**config.mk**
```make
export PLATFORM = sky130hd
export DESIGN_NAME = bepc_perf_counters
export DESIGN_NICKNAME = d
export VERILOG_FILES = /design/src/rtl/bepc_pkg.sv /design/src/rtl/bepc_event_select.sv /design/src/rtl/bepc_counter.sv /design/src/rtl/bepc_perf_counters.sv
export SDC_FILE = /design/constraint.sdc
export NUM_CORES = 1
export LEC_CHECK = 0
export BUFFER_PORTS_ARGS = -buffer_cell sky130_fd_sc_hd__buf_2
export CAP_MARGIN = 20
export CORE_MARGIN = 2
export CORE_UTILIZATION = 45
export DETAILED_ROUTE_END_ITERATION = 10
export HOLD_SLACK_MARGIN = 0.15
export PLACE_DENSITY = 0.65
export SYNTH_ARGS = -nofsm -noshare
export SYNTH_HDL_FRONTEND = slang
export SYNTH_SLANG_ARGS = --single-unit
```
**constraint.sdc**
```tcl
create_clock -name ref_clk -period 3.9 [get_ports ref_clk]
set_input_delay 0.585 -clock ref_clk [delete_from_list [all_inputs] [get_ports ref_clk]]
set_output_delay 0.585 -clock ref_clk [all_outputs]
set_load 0.02 [all_outputs]
```
**src/rtl/bepc_pkg.sv**
```systemverilog
//=============================================================================
// Purpose : shared constants for the bus event performance counters
// Assumes : 32-bit register bus, byte addresses, 12-bit register window
// Notes   : select codes are shared by both event counters
//=============================================================================
package bepc_pkg;

    //=========================================================================
    // bus geometry
    localparam int DATA_W = 32;
    localparam int ADDR_W = 12;
    localparam int BE_W   = DATA_W / 8;

    //=========================================================================
    // register offsets (byte addresses)
    localparam logic [ADDR_W-1:0] OFS_CTRL      = 12'hf00;
    localparam logic [ADDR_W-1:0] OFS_CNT0      = 12'hf10;
    localparam logic [ADDR_W-1:0] OFS_CNT1      = 12'hf14;
    localparam logic [ADDR_W-1:0] OFS_MISS_ADDR = 12'hf18;
    localparam logic [ADDR_W-1:0] OFS_IRQ_STAT  = 12'hf1c;
    localparam logic [ADDR_W-1:0] OFS_IRQ_MASK  = 12'hf20;
    localparam logic [ADDR_W-1:0] OFS_MISS_FREQ = 12'hf24;

    //=========================================================================
    // control register layout
    localparam int NMASK_LSB   = 24;
    localparam int NMASK_W     = 8;
    localparam int C1_STOP_BIT = 23;
    localparam int C1_GO_BIT   = 22;
    localparam int C1_SEL_LSB  = 16;
    localparam int C0_STOP_BIT = 15;
    localparam int C0_GO_BIT   = 14;
    localparam int C0_SEL_LSB  = 8;
    localparam int SEL_W       = 5;
    localparam logic [DATA_W-1:0] CTRL_RW_MASK = 32'hff1f_1f00;
    localparam logic [DATA_W-1:0] CTRL_RESET   = 32'h0000_0000;

    //=========================================================================
    // interrupt status layout and other widths
    localparam int STAT_OVF0   = 0;
    localparam int STAT_OVF1   = 1;
    localparam int STAT_W      = 2;
    localparam int MISS_FREQ_W = 8;
    localparam int NODE_W      = 3;
    localparam int EV_IN_W     = 20;

    //=========================================================================
    // event select codes
    typedef enum logic [SEL_W-1:0] {
        EV_READ_MISS   = 5'h00,
        EV_WRITE_MISS  = 5'h01,
        EV_SHARED_MISS = 5'h02,
        EV_LOAD_LOCKED = 5'h03,
        EV_STC_FAIL    = 5'h04,
        EV_MAP_HIT     = 5'h05,
        EV_BANK_DELAY  = 5'h06,
        EV_ARB_LOSS    = 5'h07,
        EV_VB_HIT      = 5'h08,
        EV_REG_READ    = 5'h09,
        EV_REG_WRITE   = 5'h0a,
        EV_MBOX_WRITE  = 5'h0b,
        EV_BUS_IRQ     = 5'h0c,
        EV_LOCAL_READ  = 5'h0d,
        EV_LOCAL_WRITE = 5'h0e,
        EV_BUS_READ    = 5'h0f,
        EV_BUS_WRITE   = 5'h10,
        EV_VICTIM_WR   = 5'h11,
        EV_STALL       = 5'h12,
        EV_MEM_LATENCY = 5'h13,
        EV_CARRY       = 5'h14
    } bepc_event_type;

endpackage

```
**src/rtl/bepc_event_select.sv**
```systemverilog
//=============================================================================
// Purpose : picks the one event that an event counter advances on
// Assumes : all inputs synchronous to the counter clock
// Notes   : purely combinational; the counter registers the result
//=============================================================================
`timescale 1ns/1ps
`default_nettype none

module bepc_event_select
#(
    parameter bit SECOND = 1'b0
)
(
    input  wire logic [bepc_pkg::SEL_W-1:0]   selCode,
    input  wire logic [bepc_pkg::EV_IN_W-1:0] evtIn,
    input  wire logic                         vbHit,
    input  wire logic                         vbWrap,
    input  wire logic                         busRead,
    input  wire logic                         busWrite,
    input  wire logic                         victimWrite,
    input  wire logic                         nodeMatch,
    input  wire logic                         carryIn,
    output logic                              hit
);
    import bepc_pkg::*;

    //=========================================================================
    // event decode; unlisted codes leave the counter still
    always_comb
    begin
        hit = 1'b0;
        case (selCode)
            EV_VB_HIT:
                hit = SECOND ? (vbHit && vbWrap) : vbHit;
            EV_BUS_READ:
                hit = busRead && nodeMatch;
            EV_BUS_WRITE:
                hit = busWrite && nodeMatch;
            EV_VICTIM_WR:
                hit = victimWrite && nodeMatch;
            EV_CARRY:
                hit = carryIn;
            EV_BUS_IRQ, EV_LOCAL_WRITE:
                hit = SECOND ? 1'b0 : evtIn[selCode];
            default:
            begin
                // codes beyond the carry code are reserved
                if (selCode < EV_CARRY)
                    hit = evtIn[selCode];
                else
                    hit = 1'b0;
            end
        endcase
    end

endmodule

`default_nettype wire

```
**src/rtl/bepc_counter.sv**
```systemverilog
//=============================================================================
// Purpose : one event counter with load, run gate and carry-out pulse
// Assumes : load from the register bus wins over counting
// Notes   : carry is registered so two counters may cascade loop-free
//=============================================================================
`timescale 1ns/1ps
`default_nettype none

module bepc_counter
#(
    parameter int WIDTH = 32
)
(
    input  wire logic             ref_clk,
    input  wire logic             srst,
    input  wire logic             run,
    input  wire logic             inc,
    input  wire logic             load,
    input  wire logic [WIDTH-1:0] loadVal,
    output logic      [WIDTH-1:0] count,
    output logic                  carry
);
    typedef struct packed {
        logic [WIDTH-1:0] count;
        logic             carry;
    } bepc_cnt_state_type;

    bepc_cnt_state_type st_q;
    bepc_cnt_state_type st_d;

    //=========================================================================
    // next count; carry is a one-cycle pulse on wrap to zero
    always_comb
    begin
        st_d       = st_q;
        st_d.carry = 1'b0;
        if (load)
            st_d.count = loadVal;
        else if (run && inc)
        begin
            st_d.count = st_q.count + 1'b1;
            st_d.carry = &st_q.count;
        end
    end

    always_ff @(posedge ref_clk)
    begin
        if (srst)
            st_q <= '0;
        else
            st_q <= st_d;
    end

    assign count = st_q.count;
    assign carry = st_q.carry;

endmodule

`default_nettype wire

```
**src/rtl/bepc_perf_counters.sv**
```systemverilog
//=============================================================================
// Purpose : control register, two event counters and miss address capture
// Assumes : Avalon-MM slave with waitrequest, byte addresses, ref_clk only
// Notes   : every request is answered; unmapped reads return zero
//=============================================================================
// Summary of operation
// - node mask in control bits 31:24, bit 31 is node 7 downward
// - lowest mask bit covers node 0 and the I/O processor together
// - only bus reads, writes and victim writes pass the node mask
// - one node mask filters both event counters
// - writing one to bit 23 stops counter 1; reads as zero
// - writing one to bit 22 starts counter 1; reads as zero
// - control bit 21 is reserved and reads zero
// - bits 20:16 select counter 1 event, codes 0 to 4 misses and locks
// - codes 5, 6, 7 count map hits, bank delays, arbitration losses
// - codes 9, 10, 11, 13 count register and local bus accesses
// - codes 18, 19 stall and latency; 15 to 17 node-masked traffic
// - counter 1 code 20 counts counter 0 carry-outs, cascading
// - counter 1 code 8 counts only wrapped victim buffer hits
// - counter 0 code 8 counts every victim buffer hit
// - each counter has own select, start, stop and overflow bit
// - miss address captured at a rate set by a frequency field
// - bits 15, 14 stop and start counter 0; bits 12:8 select
//
// Added by the designer: the Avalon-MM register port.
`timescale 1ns/1ps
`default_nettype none

module bepc_perf_counters
#(
    parameter int CNT_W = 32
)
(
    input  wire logic                           ref_clk,
    input  wire logic                           srst,
    input  wire logic [bepc_pkg::ADDR_W-1:0]    address,
    input  wire logic                           read,
    input  wire logic                           write,
    input  wire logic [bepc_pkg::DATA_W-1:0]    writedata,
    input  wire logic [bepc_pkg::BE_W-1:0]      byteenable,
    output logic      [bepc_pkg::DATA_W-1:0]    readdata,
    output logic                                waitrequest,
    output logic                                irq,
    input  wire logic [bepc_pkg::EV_IN_W-1:0]   evtIn,
    input  wire logic                           vbHit,
    input  wire logic                           vbWrap,
    input  wire logic                           busRead,
    input  wire logic                           busWrite,
    input  wire logic                           victimWrite,
    input  wire logic [bepc_pkg::NODE_W-1:0]    srcNode,
    input  wire logic                           srcIop,
    input  wire logic                           missStrobe,
    input  wire logic [bepc_pkg::DATA_W-1:0]    missAddrIn
);
    import bepc_pkg::*;

    //=========================================================================
    // module state
    typedef struct packed {
        logic [DATA_W-1:0]      ctrl;
        logic                   run0;
        logic                   run1;
        logic [STAT_W-1:0]      stat;
        logic [STAT_W-1:0]      mask;
        logic [MISS_FREQ_W-1:0] missFreq;
        logic [MISS_FREQ_W-1:0] missCnt;
        logic [DATA_W-1:0]      missAddr;
        logic                   waitReq;
        logic [DATA_W-1:0]      rdData;
        logic                   irq;
    } bepc_state_type;

    bepc_state_type st_q;
    bepc_state_type st_d;

    logic [DATA_W-1:0] beMask;
    logic [DATA_W-1:0] wrBits;
    logic              wrAccept;
    logic              rdStart;
    logic [DATA_W-1:0] rdMux;
    logic              nodeMatch;
    logic [SEL_W-1:0]  sel0;
    logic [SEL_W-1:0]  sel1;
    logic              hit0;
    logic              hit1;
    logic [CNT_W-1:0]  count0;
    logic [CNT_W-1:0]  count1;
    logic              carry0;
    logic              carry1;
    logic              load0;
    logic              load1;
    logic [CNT_W-1:0]  loadVal0;
    logic [CNT_W-1:0]  loadVal1;

    //=========================================================================
    // byte lane mask, one byte of ones per enabled lane
    genvar gi;
    generate
        for (gi = 0; gi < BE_W; gi++)
        begin : g_lane
            assign beMask[gi*8 +: 8] = {8{byteenable[gi]}};
        end
    endgenerate

    //=========================================================================
    // bus handshake: a write lands at the edge where waitrequest is low
    assign wrAccept = write && !st_q.waitReq;
    assign rdStart  = read && st_q.waitReq;
    assign wrBits   = writedata & beMask;

    //=========================================================================
    // node filter; the I/O processor shares the lowest mask bit
    always_comb
    begin
        if (srcIop)
            nodeMatch = st_q.ctrl[NMASK_LSB];
        else
            nodeMatch = st_q.ctrl[NMASK_LSB + int'(srcNode)];
    end

    assign sel0 = st_q.ctrl[C0_SEL_LSB +: SEL_W];
    assign sel1 = st_q.ctrl[C1_SEL_LSB +: SEL_W];

    //=========================================================================
    // counter loads from the bus honour byte enables
    assign load0    = wrAccept && (address == OFS_CNT0);
    assign load1    = wrAccept && (address == OFS_CNT1);
    assign loadVal0 = (count0 & ~beMask) | wrBits;
    assign loadVal1 = (count1 & ~beMask) | wrBits;

    //=========================================================================
    // event selection, both fed by the same node match
    bepc_event_select #(
        .SECOND      (1'b0)
    ) u_sel0 (
        .selCode     (sel0),
        .evtIn       (evtIn),
        .vbHit       (vbHit),
        .vbWrap      (vbWrap),
        .busRead     (busRead),
        .busWrite    (busWrite),
        .victimWrite (victimWrite),
        .nodeMatch   (nodeMatch),
        .carryIn     (carry1),
        .hit         (hit0)
    );

    bepc_event_select #(
        .SECOND      (1'b1)
    ) u_sel1 (
        .selCode     (sel1),
        .evtIn       (evtIn),
        .vbHit       (vbHit),
        .vbWrap      (vbWrap),
        .busRead     (busRead),
        .busWrite    (busWrite),
        .victimWrite (victimWrite),
        .nodeMatch   (nodeMatch),
        .carryIn     (carry0),
        .hit         (hit1)
    );

    //=========================================================================
    // the two counters; each has its own run flag
    bepc_counter #(
        .WIDTH   (CNT_W)
    ) u_cnt0 (
        .ref_clk (ref_clk),
        .srst    (srst),
        .run     (st_q.run0),
        .inc     (hit0),
        .load    (load0),
        .loadVal (loadVal0),
        .count   (count0),
        .carry   (carry0)
    );

    bepc_counter #(
        .WIDTH   (CNT_W)
    ) u_cnt1 (
        .ref_clk (ref_clk),
        .srst    (srst),
        .run     (st_q.run1),
        .inc     (hit1),
        .load    (load1),
        .loadVal (loadVal1),
        .count   (count1),
        .carry   (carry1)
    );

    //=========================================================================
    // read mux; start/stop and reserved bits never hold state, so read zero
    always_comb
    begin
        rdMux = '0;
        case (address)
            OFS_CTRL:      rdMux = st_q.ctrl & CTRL_RW_MASK;
            OFS_CNT0:      rdMux = DATA_W'(count0);
            OFS_CNT1:      rdMux = DATA_W'(count1);
            OFS_MISS_ADDR: rdMux = st_q.missAddr;
            OFS_IRQ_STAT:  rdMux = DATA_W'(st_q.stat);
            OFS_IRQ_MASK:  rdMux = DATA_W'(st_q.mask);
            OFS_MISS_FREQ: rdMux = DATA_W'(st_q.missFreq);
            default:       rdMux = '0;
        endcase
    end

    //=========================================================================
    // next state
    always_comb
    begin
        st_d = st_q;

        // one wait cycle, then one ready cycle per request
        st_d.waitReq = !rdStart && !(write && st_q.waitReq);
        if (rdStart)
            st_d.rdData = rdMux;

        if (wrAccept && (address == OFS_CTRL))
        begin
            st_d.ctrl = (st_q.ctrl & ~(beMask & CTRL_RW_MASK))
                      | (wrBits & CTRL_RW_MASK);
            // a zero in a start or stop bit does nothing; stop wins
            if (wrBits[C0_GO_BIT])
                st_d.run0 = 1'b1;
            if (wrBits[C0_STOP_BIT])
                st_d.run0 = 1'b0;
            if (wrBits[C1_GO_BIT])
                st_d.run1 = 1'b1;
            if (wrBits[C1_STOP_BIT])
                st_d.run1 = 1'b0;
        end

        if (wrAccept && (address == OFS_IRQ_MASK))
            st_d.mask = wrBits[STAT_W-1:0];
        if (wrAccept && (address == OFS_MISS_FREQ))
        begin
            st_d.missFreq = wrBits[MISS_FREQ_W-1:0];
            st_d.missCnt  = '0;
        end

        // overflow flags: clear by writing one, a new overflow wins
        if (wrAccept && (address == OFS_IRQ_STAT))
            st_d.stat = st_q.stat & ~wrBits[STAT_W-1:0];
        if (carry0)
            st_d.stat[STAT_OVF0] = 1'b1;
        if (carry1)
            st_d.stat[STAT_OVF1] = 1'b1;

        // capture every missFreq-th miss; zero disables capture
        if (missStrobe && (st_q.missFreq != '0))
        begin
            if (st_q.missCnt == st_q.missFreq - 1'b1)
            begin
                st_d.missAddr = missAddrIn;
                st_d.missCnt  = '0;
            end
            else
                st_d.missCnt = st_q.missCnt + 1'b1;
        end

        st_d.irq = |(st_d.stat & st_d.mask);
    end

    always_ff @(posedge ref_clk)
    begin
        if (srst)
        begin
            st_q         <= '0;
            st_q.ctrl    <= CTRL_RESET;
            st_q.waitReq <= 1'b1;
        end
        else
            st_q <= st_d;
    end

    assign readdata    = st_q.rdData;
    assign waitrequest = st_q.waitReq;
    assign irq         = st_q.irq;

    logic ctrlWr;
    assign ctrlWr = wrAccept && (address == OFS_CTRL);
endmodule

`default_nettype wire

```
### Word level (Yosys, flattened, before mapping)

Cells that the tools add are included.

* bits in registers: 186
* input bits: 114
* output and inout port bits: 34
* logic and storage cells: 126

* add/sub/neg operators: 5
* magnitude comparators: 5
* equality and inequality tests: 22
* mux-type cells: 29
* bitwise logic cells: 14
* reductions and logical operators: 36

Operator list (count)
* case mux 32 bit (7 select lines): 1
* AND 32 bit: 4
* two-way mux 32 bit: 3
* OR 32 bit: 3
* == test 12 bit (second input constant): 7
* two-way mux 33 bit: 2
* adder 32 x 1 -> 32 bit (second input constant): 2
* inverter 32 bit: 2
* AND reduction 32 bit: 2
* == test 5 x 4 -> 1 bit (second input constant): 8
* two-way mux 40 bit: 1
* == test 5 bit (second input constant): 6
* logical AND 1 bit: 17
* two-way mux 8 bit: 2
* binary-select mux 1 bit (select 5 bit): 3
* two-way mux 1 bit: 13
* less-than comparator 5 x 6 -> 1 bit (second input constant): 2
* case mux 1 bit (6 select lines): 2
* less-than comparator 5 bit (second input constant): 2
* nonzero test 2 bit: 5
* adder 8 x 1 -> 8 bit (second input constant): 1
* == test 8 bit: 1
* nonzero test 8 bit: 1
* subtractor 8 x 1 -> 8 bit (second input constant): 1
* other kinds (10): 20

### Depth between registers and ports, before layout

* depth after elaboration: 10
* mapped depth: 12
* depth with buffers taken out: 9

### Cells and area by module

From an unflattened synthesis, not the netlist that was laid out.

* cells, all modules: 1431
* area total of the unflattened synthesis: 11260.8 um^2

By module, submodules not included
* bepc_perf_counters: times used 1, cells an instance 811, area an instance 6465.0 um^2, seq. area each 2122.0 um^2
* bepc_counter: times used 2, cells an instance 275, area an instance 2110.8 um^2, seq. area each 660.6 um^2
* bepc_event_select (u_sel1): times used 1, cells an instance 34, area an instance 294.0 um^2, seq. area each 0.0 um^2
* bepc_event_select (u_sel0): times used 1, cells an instance 36, area an instance 280.3 um^2, seq. area each 0.0 um^2

### Worst setup path before layout

Ideal clock, no wire load.

* path type: flip-flop to flip-flop
* start: reg st_q[74] in the netlist's numbering
* end: reg st_q[36] in the netlist's numbering
* setup time: 0.128 ns
* arrival: 2.428 ns
* required time: 3.772 ns
* setup slack: 1.345 ns
* stages on the path, launching flop included: 11
* buffers on the path: 2
* cells stage by stage: dfxtp_1 -> clkbuf_1 -> inv_1 -> ha_1 -> xnor2_1 -> or4_1 -> nor3_1 -> nand3_1 -> buf_2 -> mux2i_1 -> nor2_1

* cells in the longest elaborated chain, start to end: 3
* elaborated cells between the ends (all ways): 5
* classes of those cells: add/sub: 1; eq/ne: 1; reduce/logical: 3

RTL lines
* from (decl): line bepc_perf_counters.sv:73 `bepc_state_type st_q;`
* from (signal assigned): line bepc_perf_counters.sv:274 `st_q <= st_d;`
* subtractor 8 x 1 -> 8 bit or nonzero test 8 bit (tied branches): line bepc_perf_counters.sv:253, bepc_perf_counters.sv:251
* == test 8 bit or logical AND 1 bit (tied branches): line bepc_perf_counters.sv:253, bepc_perf_counters.sv:251
* AND reduction 2 bit (no source line) *

Every way passes the cells marked *; elsewhere a longest branch is shown, timed or not.
A chain may end at the register's enable or synchronous reset.

==> impl_table.tex <==
\begin{tabular}{lr}
\hline
Metric & Value \\
\hline
\multicolumn{2}{l}{\textbf{Outcome}} \\
Result of the run & completed \\
\multicolumn{2}{l}{\textbf{Detailed routing}} \\
Avg Vias per Cell & 6.21 \\
Remaining DRCs & 0 \\
Number of vias in the routed layout & 10076 \\
Number of DRC markers in iteration 0 & 1033 \\
Count of antenna-violating nets left after detailed routing & 0 \\
WL per Instance & approximately 20 µm \\
Detailed Route WL & 32.7 mm \\
Number of detailed-route iterations in the first pass & 5 \\
\multicolumn{2}{l}{\textbf{Clock network}} \\
TritonCTS Buffers & 17 \\
Root buf cell & sky130\_fd\_sc\_hd\_\_clkbuf\_16 \\
Clock tree from TritonCTS & yes \\
Clock-pin slew of the registers on the worst-case setup and hold paths & 0.08 ns \\
Deepest level of the CTS H-tree & 4 \\
Number of setup buffers added after CTS & 0 \\
Post-CTS resize count & 0 \\
Hold bufs inserted after CTS & 0 \\
Clock latency at the later pin of the worst-skew pair & between 0.4 and 0.5 ns \\
Buffers from clock root to sink, at most & 2 \\
Total clock sinks & 172 \\
\multicolumn{2}{l}{\textbf{Finish}} \\
Fraction of layout cells with a size suffix above 1 & 17.8\% \\
NumNets Final & 1448 \\
Filler instances & 2157 \\
Area of the multi-input gates & 5890 µm² \\
Layout overhead on the synthesized area & 12.4\% \\
Count of antenna diodes in the layout & 0 \\
Area taken by flip-flops and latches & 3440 µm² \\
\multicolumn{2}{l}{\textbf{Global route}} \\
Number of global-route vias before repair & 9372 \\
Total congestion overflow after global routing & 0 \\
Largest net degree at the start of global routing & 88 \\
Total routing usage reported by global routing & a little over a quarter \\
Antenna violations before repair & 0 \\
Global-route wire length before repair & 51.3 mm \\
\multicolumn{2}{l}{\textbf{STA}} \\
Final Slew Violations & 0 \\
Aggregate negative setup slack & 0 ns \\
RSZ-0062 raised after global routing & no \\
Final cycle utilization of the critical path & 81.7\% \\
Max Clk Rate & 0.314 GHz \\
Transition time at the pin with the least slew margin & about 0.95 ns \\
Worst slew margin & 36.4\% \\
Fin Clk Skew & about 0.015 ns \\
Final Hold Vio Count & 0 \\
Tmin final & $\sim$3.2 ns \\
Number of setup violations in the final report & 0 \\
\multicolumn{2}{l}{\textbf{Power and ir drop}} \\
Total power & 3670 µW \\
Power Internal & 2750 µW \\
Net Sw Power & between 900 and 1000 µW \\
Clk network pwr share & 47.0\% \\
VDD IR-drop max & 0.272 mV \\
Relative contribution of sequential cells to total power & 47.9\% \\
Switching Fraction & 25.0\% \\
P per Cell Area & 326 nW/µm² \\
Leak pwr & 0.00416 µW \\
Combinational cell fraction of total power & under 10\% \\
\multicolumn{2}{l}{\textbf{Worst setup path}} \\
Number of buffers and inverters on the critical path & 0 \\
Critical Path Slowest Stage Cell & sky130\_fd\_sc\_hd\_\_dfxtp\_1 \\
Arrival time of data at the critical path endpoint & 3.55 ns \\
Data required time of the critical path & 4.27 ns \\
Depth of the worst register-to-register path & 7 \\
Slack of the worst reg-to-reg path & approximately 0.71 ns \\
Max Fanout on Critical Path & 25 \\
Critical Path Source Type & flip-flop \\
Critical path class & flip-flop to flip-flop \\
Largest stage delay on the critical path & 0.61 ns \\
Critical-path cell list & and4b\_1 > a32oi\_1 > or3\_4 > a31oi\_4 > nand2\_2 > or4\_1 > a31oi\_1 \\
Top Family by Delay on Critical Path & simple AND/OR/NAND/NOR gates \\
CP Capture Type & flip-flop \\
\multicolumn{2}{l}{\textbf{Yosys}} \\
Portion of the post-synthesis area used by sequential elements & 34.4\% \\
Number of warnings reported in the yosys synthesis log & 0 \\
Syn Inst Count & 1261 \\
Cell area after synthesis & 10000 µm² \\
Share of the synthesized area in the top cell type & 34.4\% \\
Share of flip-flops with an asynchronous set or reset after synthesis & 0\% \\
Number of synthesized flops with an enable pin & 0 \\
Per-instance average area after synthesis & 7.94 µm² \\
Most instantiated flip-flop cell in the synthesis netlist & sky130\_fd\_sc\_hd\_\_dfxtp\_1 \\
Area leader, netlist & sky130\_fd\_sc\_hd\_\_dfxtp\_1 \\
Synth Net Count & 1380 \\
Flip-flop and latch count after synthesis & 172 \\
Unique masters post-synth & 77 \\
Top cells by area in the synthesized netlist & sky130\_fd\_sc\_hd\_\_dfxtp\_1 (34\%), sky130\_fd\_sc\_hd\_\_nor2\_1 (5.2\%), sky130\_fd\_sc\_hd\_\_a21oi\_1 (5.0\%) \\
\multicolumn{2}{l}{\textbf{Die}} \\
Die outline width & around 150 µm \\
Vertical die dimension & 153 µm \\
Initial standard-cell utilization of the core & 45.9\% \\
Row cnt & 54 \\
Core box area & 21800 µm² \\
Number of primary I/O pins & 148 \\
Area of the die & 23500 µm² \\
\multicolumn{2}{l}{\textbf{Run}} \\
Max-capacitance violation count & 0 \\
\multicolumn{2}{l}{\textbf{Hold path}} \\
Worst hold path depth & 2 \\
Hold crit path type & primary input to flip-flop \\
Hold Path Origin & write \\
Hold Path Sink & waitrequest\$\_SDFF\_PP1\_ \\
\multicolumn{2}{l}{\textbf{Placement}} \\
Final estimated routing congestion in global placement & 0.918 \\
Half-perimeter wire length after placement & 23.9 mm \\
Number of buffers added on ports & around 150 \\
\hline
\end{tabular}
cells in the final DEF, fill, tap and decap left out, types with 14 or more instances in the layout:
cell type | synthesis | final
sky130_fd_sc_hd__mux2i_1 | 44 | 44
sky130_fd_sc_hd__nand3_1 | 60 | 59
sky130_fd_sc_hd__nor2_1 | 139 | 139
sky130_fd_sc_hd__clkbuf_16 | 0 | 17
sky130_fd_sc_hd__a31oi_1 | 26 | 26
sky130_fd_sc_hd__a211oi_1 | 23 | 23
sky130_fd_sc_hd__o21ai_0 | 41 | 41
sky130_fd_sc_hd__a22oi_1 | 53 | 53
sky130_fd_sc_hd__nor3_1 | 24 | 24
sky130_fd_sc_hd__a21oi_1 | 100 | 100
sky130_fd_sc_hd__dfxtp_1 | 172 | 172
sky130_fd_sc_hd__nand2_1 | 129 | 129
sky130_fd_sc_hd__nand4_1 | 29 | 29
sky130_fd_sc_hd__and3_1 | 26 | 26
sky130_fd_sc_hd__buf_2 | 15 | 146
sky130_fd_sc_hd__and2_1 | 22 | 22
sky130_fd_sc_hd__o211ai_1 | 14 | 14
sky130_fd_sc_hd__buf_4 | 35 | 21
sky130_fd_sc_hd__inv_1 | 25 | 25
cell type report:
cell class | count | area share, %
Sequential cell | 172 | 30.6
Multi-Input combinational cell | 945 | 52.3
Timing Repair Buffer | 167 | 7.90
Tap cell | 280 | 3.11
Clock inverter | 13 | 1.16
Clock buffer | 19 | 4.03
Inverter | 26 | 0.867
worst reg2reg max path: cells and delay by family, from the launching register on:
| kind | cells | cell delay (ns) |
|---|---|---|
| compound gates | 3 | 0.75 |
| flops | 1 | 0.61 |
| simple gates | 4 | 1.75 |
Yosys cell counts (24+ instances only):
| cell type | n |
|---|---|
| sky130_fd_sc_hd__dfxtp_1 | 172 |
| sky130_fd_sc_hd__nor2_1 | 139 |
| sky130_fd_sc_hd__nand2_1 | 129 |
| sky130_fd_sc_hd__a21oi_1 | 100 |
| sky130_fd_sc_hd__clkbuf_1 | 67 |
| sky130_fd_sc_hd__nand3_1 | 60 |
| sky130_fd_sc_hd__a22oi_1 | 53 |
| sky130_fd_sc_hd__mux2i_1 | 44 |
| sky130_fd_sc_hd__o21ai_0 | 41 |
| sky130_fd_sc_hd__buf_4 | 35 |
| sky130_fd_sc_hd__nand4_1 | 29 |
| sky130_fd_sc_hd__a31oi_1 | 26 |
| sky130_fd_sc_hd__and3_1 | 26 |
| sky130_fd_sc_hd__inv_1 | 25 |
| sky130_fd_sc_hd__nor3_1 | 24 |
power by group through the flow:
stage	clock [µW]	sequential (µW)	combinational [µW]
2_1_floorplan	0	1800	74.8
3_5_place_dp	0	1800	187
4_1_cts	1740	1760	187
5_1_grt	1810	1760	203
6_report	1720	1760	189
3_3_place_gp	0	1800	186
worst max path at each step:
| stage | cells past startpoint | start | to |
|---|---|---|---|
| 4_1_cts | 7 | flip-flop | flip-flop |
| 2_1_floorplan | 10 | st_q[74]$_SDFFE_PP0P_ | st_q[36]$_SDFFE_PP0P_ |
| 3_5_place_dp | 8 | srcNode[0] | flip-flop |
| 5_1_grt | 7 | flip-flop | flip-flop |
| 6_report | 7 | flip-flop | flip-flop |
| 3_3_place_gp | 8 | srcNode[0] | flip-flop |
metal layers:
layer / up-vias / GRT usage, % / routed length (µm)
met3: 94 / 4.65 / 2200
met2: 448 / 43.5 / 15000
li1: 4770 / - / -
met1: 4764 / 35.2 / 13600
met5: - / 0 / 0
met4: 0 / 15.1 / 1840
cells by family (layout without fill, tap and decap cells):
family                   after synthesis  after routing  share of synthesized area [%]
AND/OR/NAND/NOR                      518            518                           25.7
AO/OA/AOI/OAI                        336            336                           22.8
flip-flops                           172            172                           34.4
buffers and inverters                144            225                           6.90
multiplexers                          65             65                           7.70
XOR/XNOR                              21             21                           1.84
adder cells (fa/ha/maj)                5              5                          0.625
stage by stage:
stage | hold slack, ns | utilization, % | std cells | worst slack, ns | cell area, µm²
6_report | 0.366 | 51.6 | 1622 | 0.713 | 11300
5_1_grt | 0.358 | 51.6 | 1622 | 0.592 | 11300
4_1_cts | 0.356 | 51.6 | 1622 | 0.790 | 11300
3_5_place_dp | 0.465 | 48.9 | 1590 | 0.620 | 10700
3_3_place_gp | 0.459 | 48.9 | 1590 | 0.680 | 10700
2_1_floorplan | 0.440 | - | 1261 | 1.34 | 10000
(Power assumes the default switching activity.)
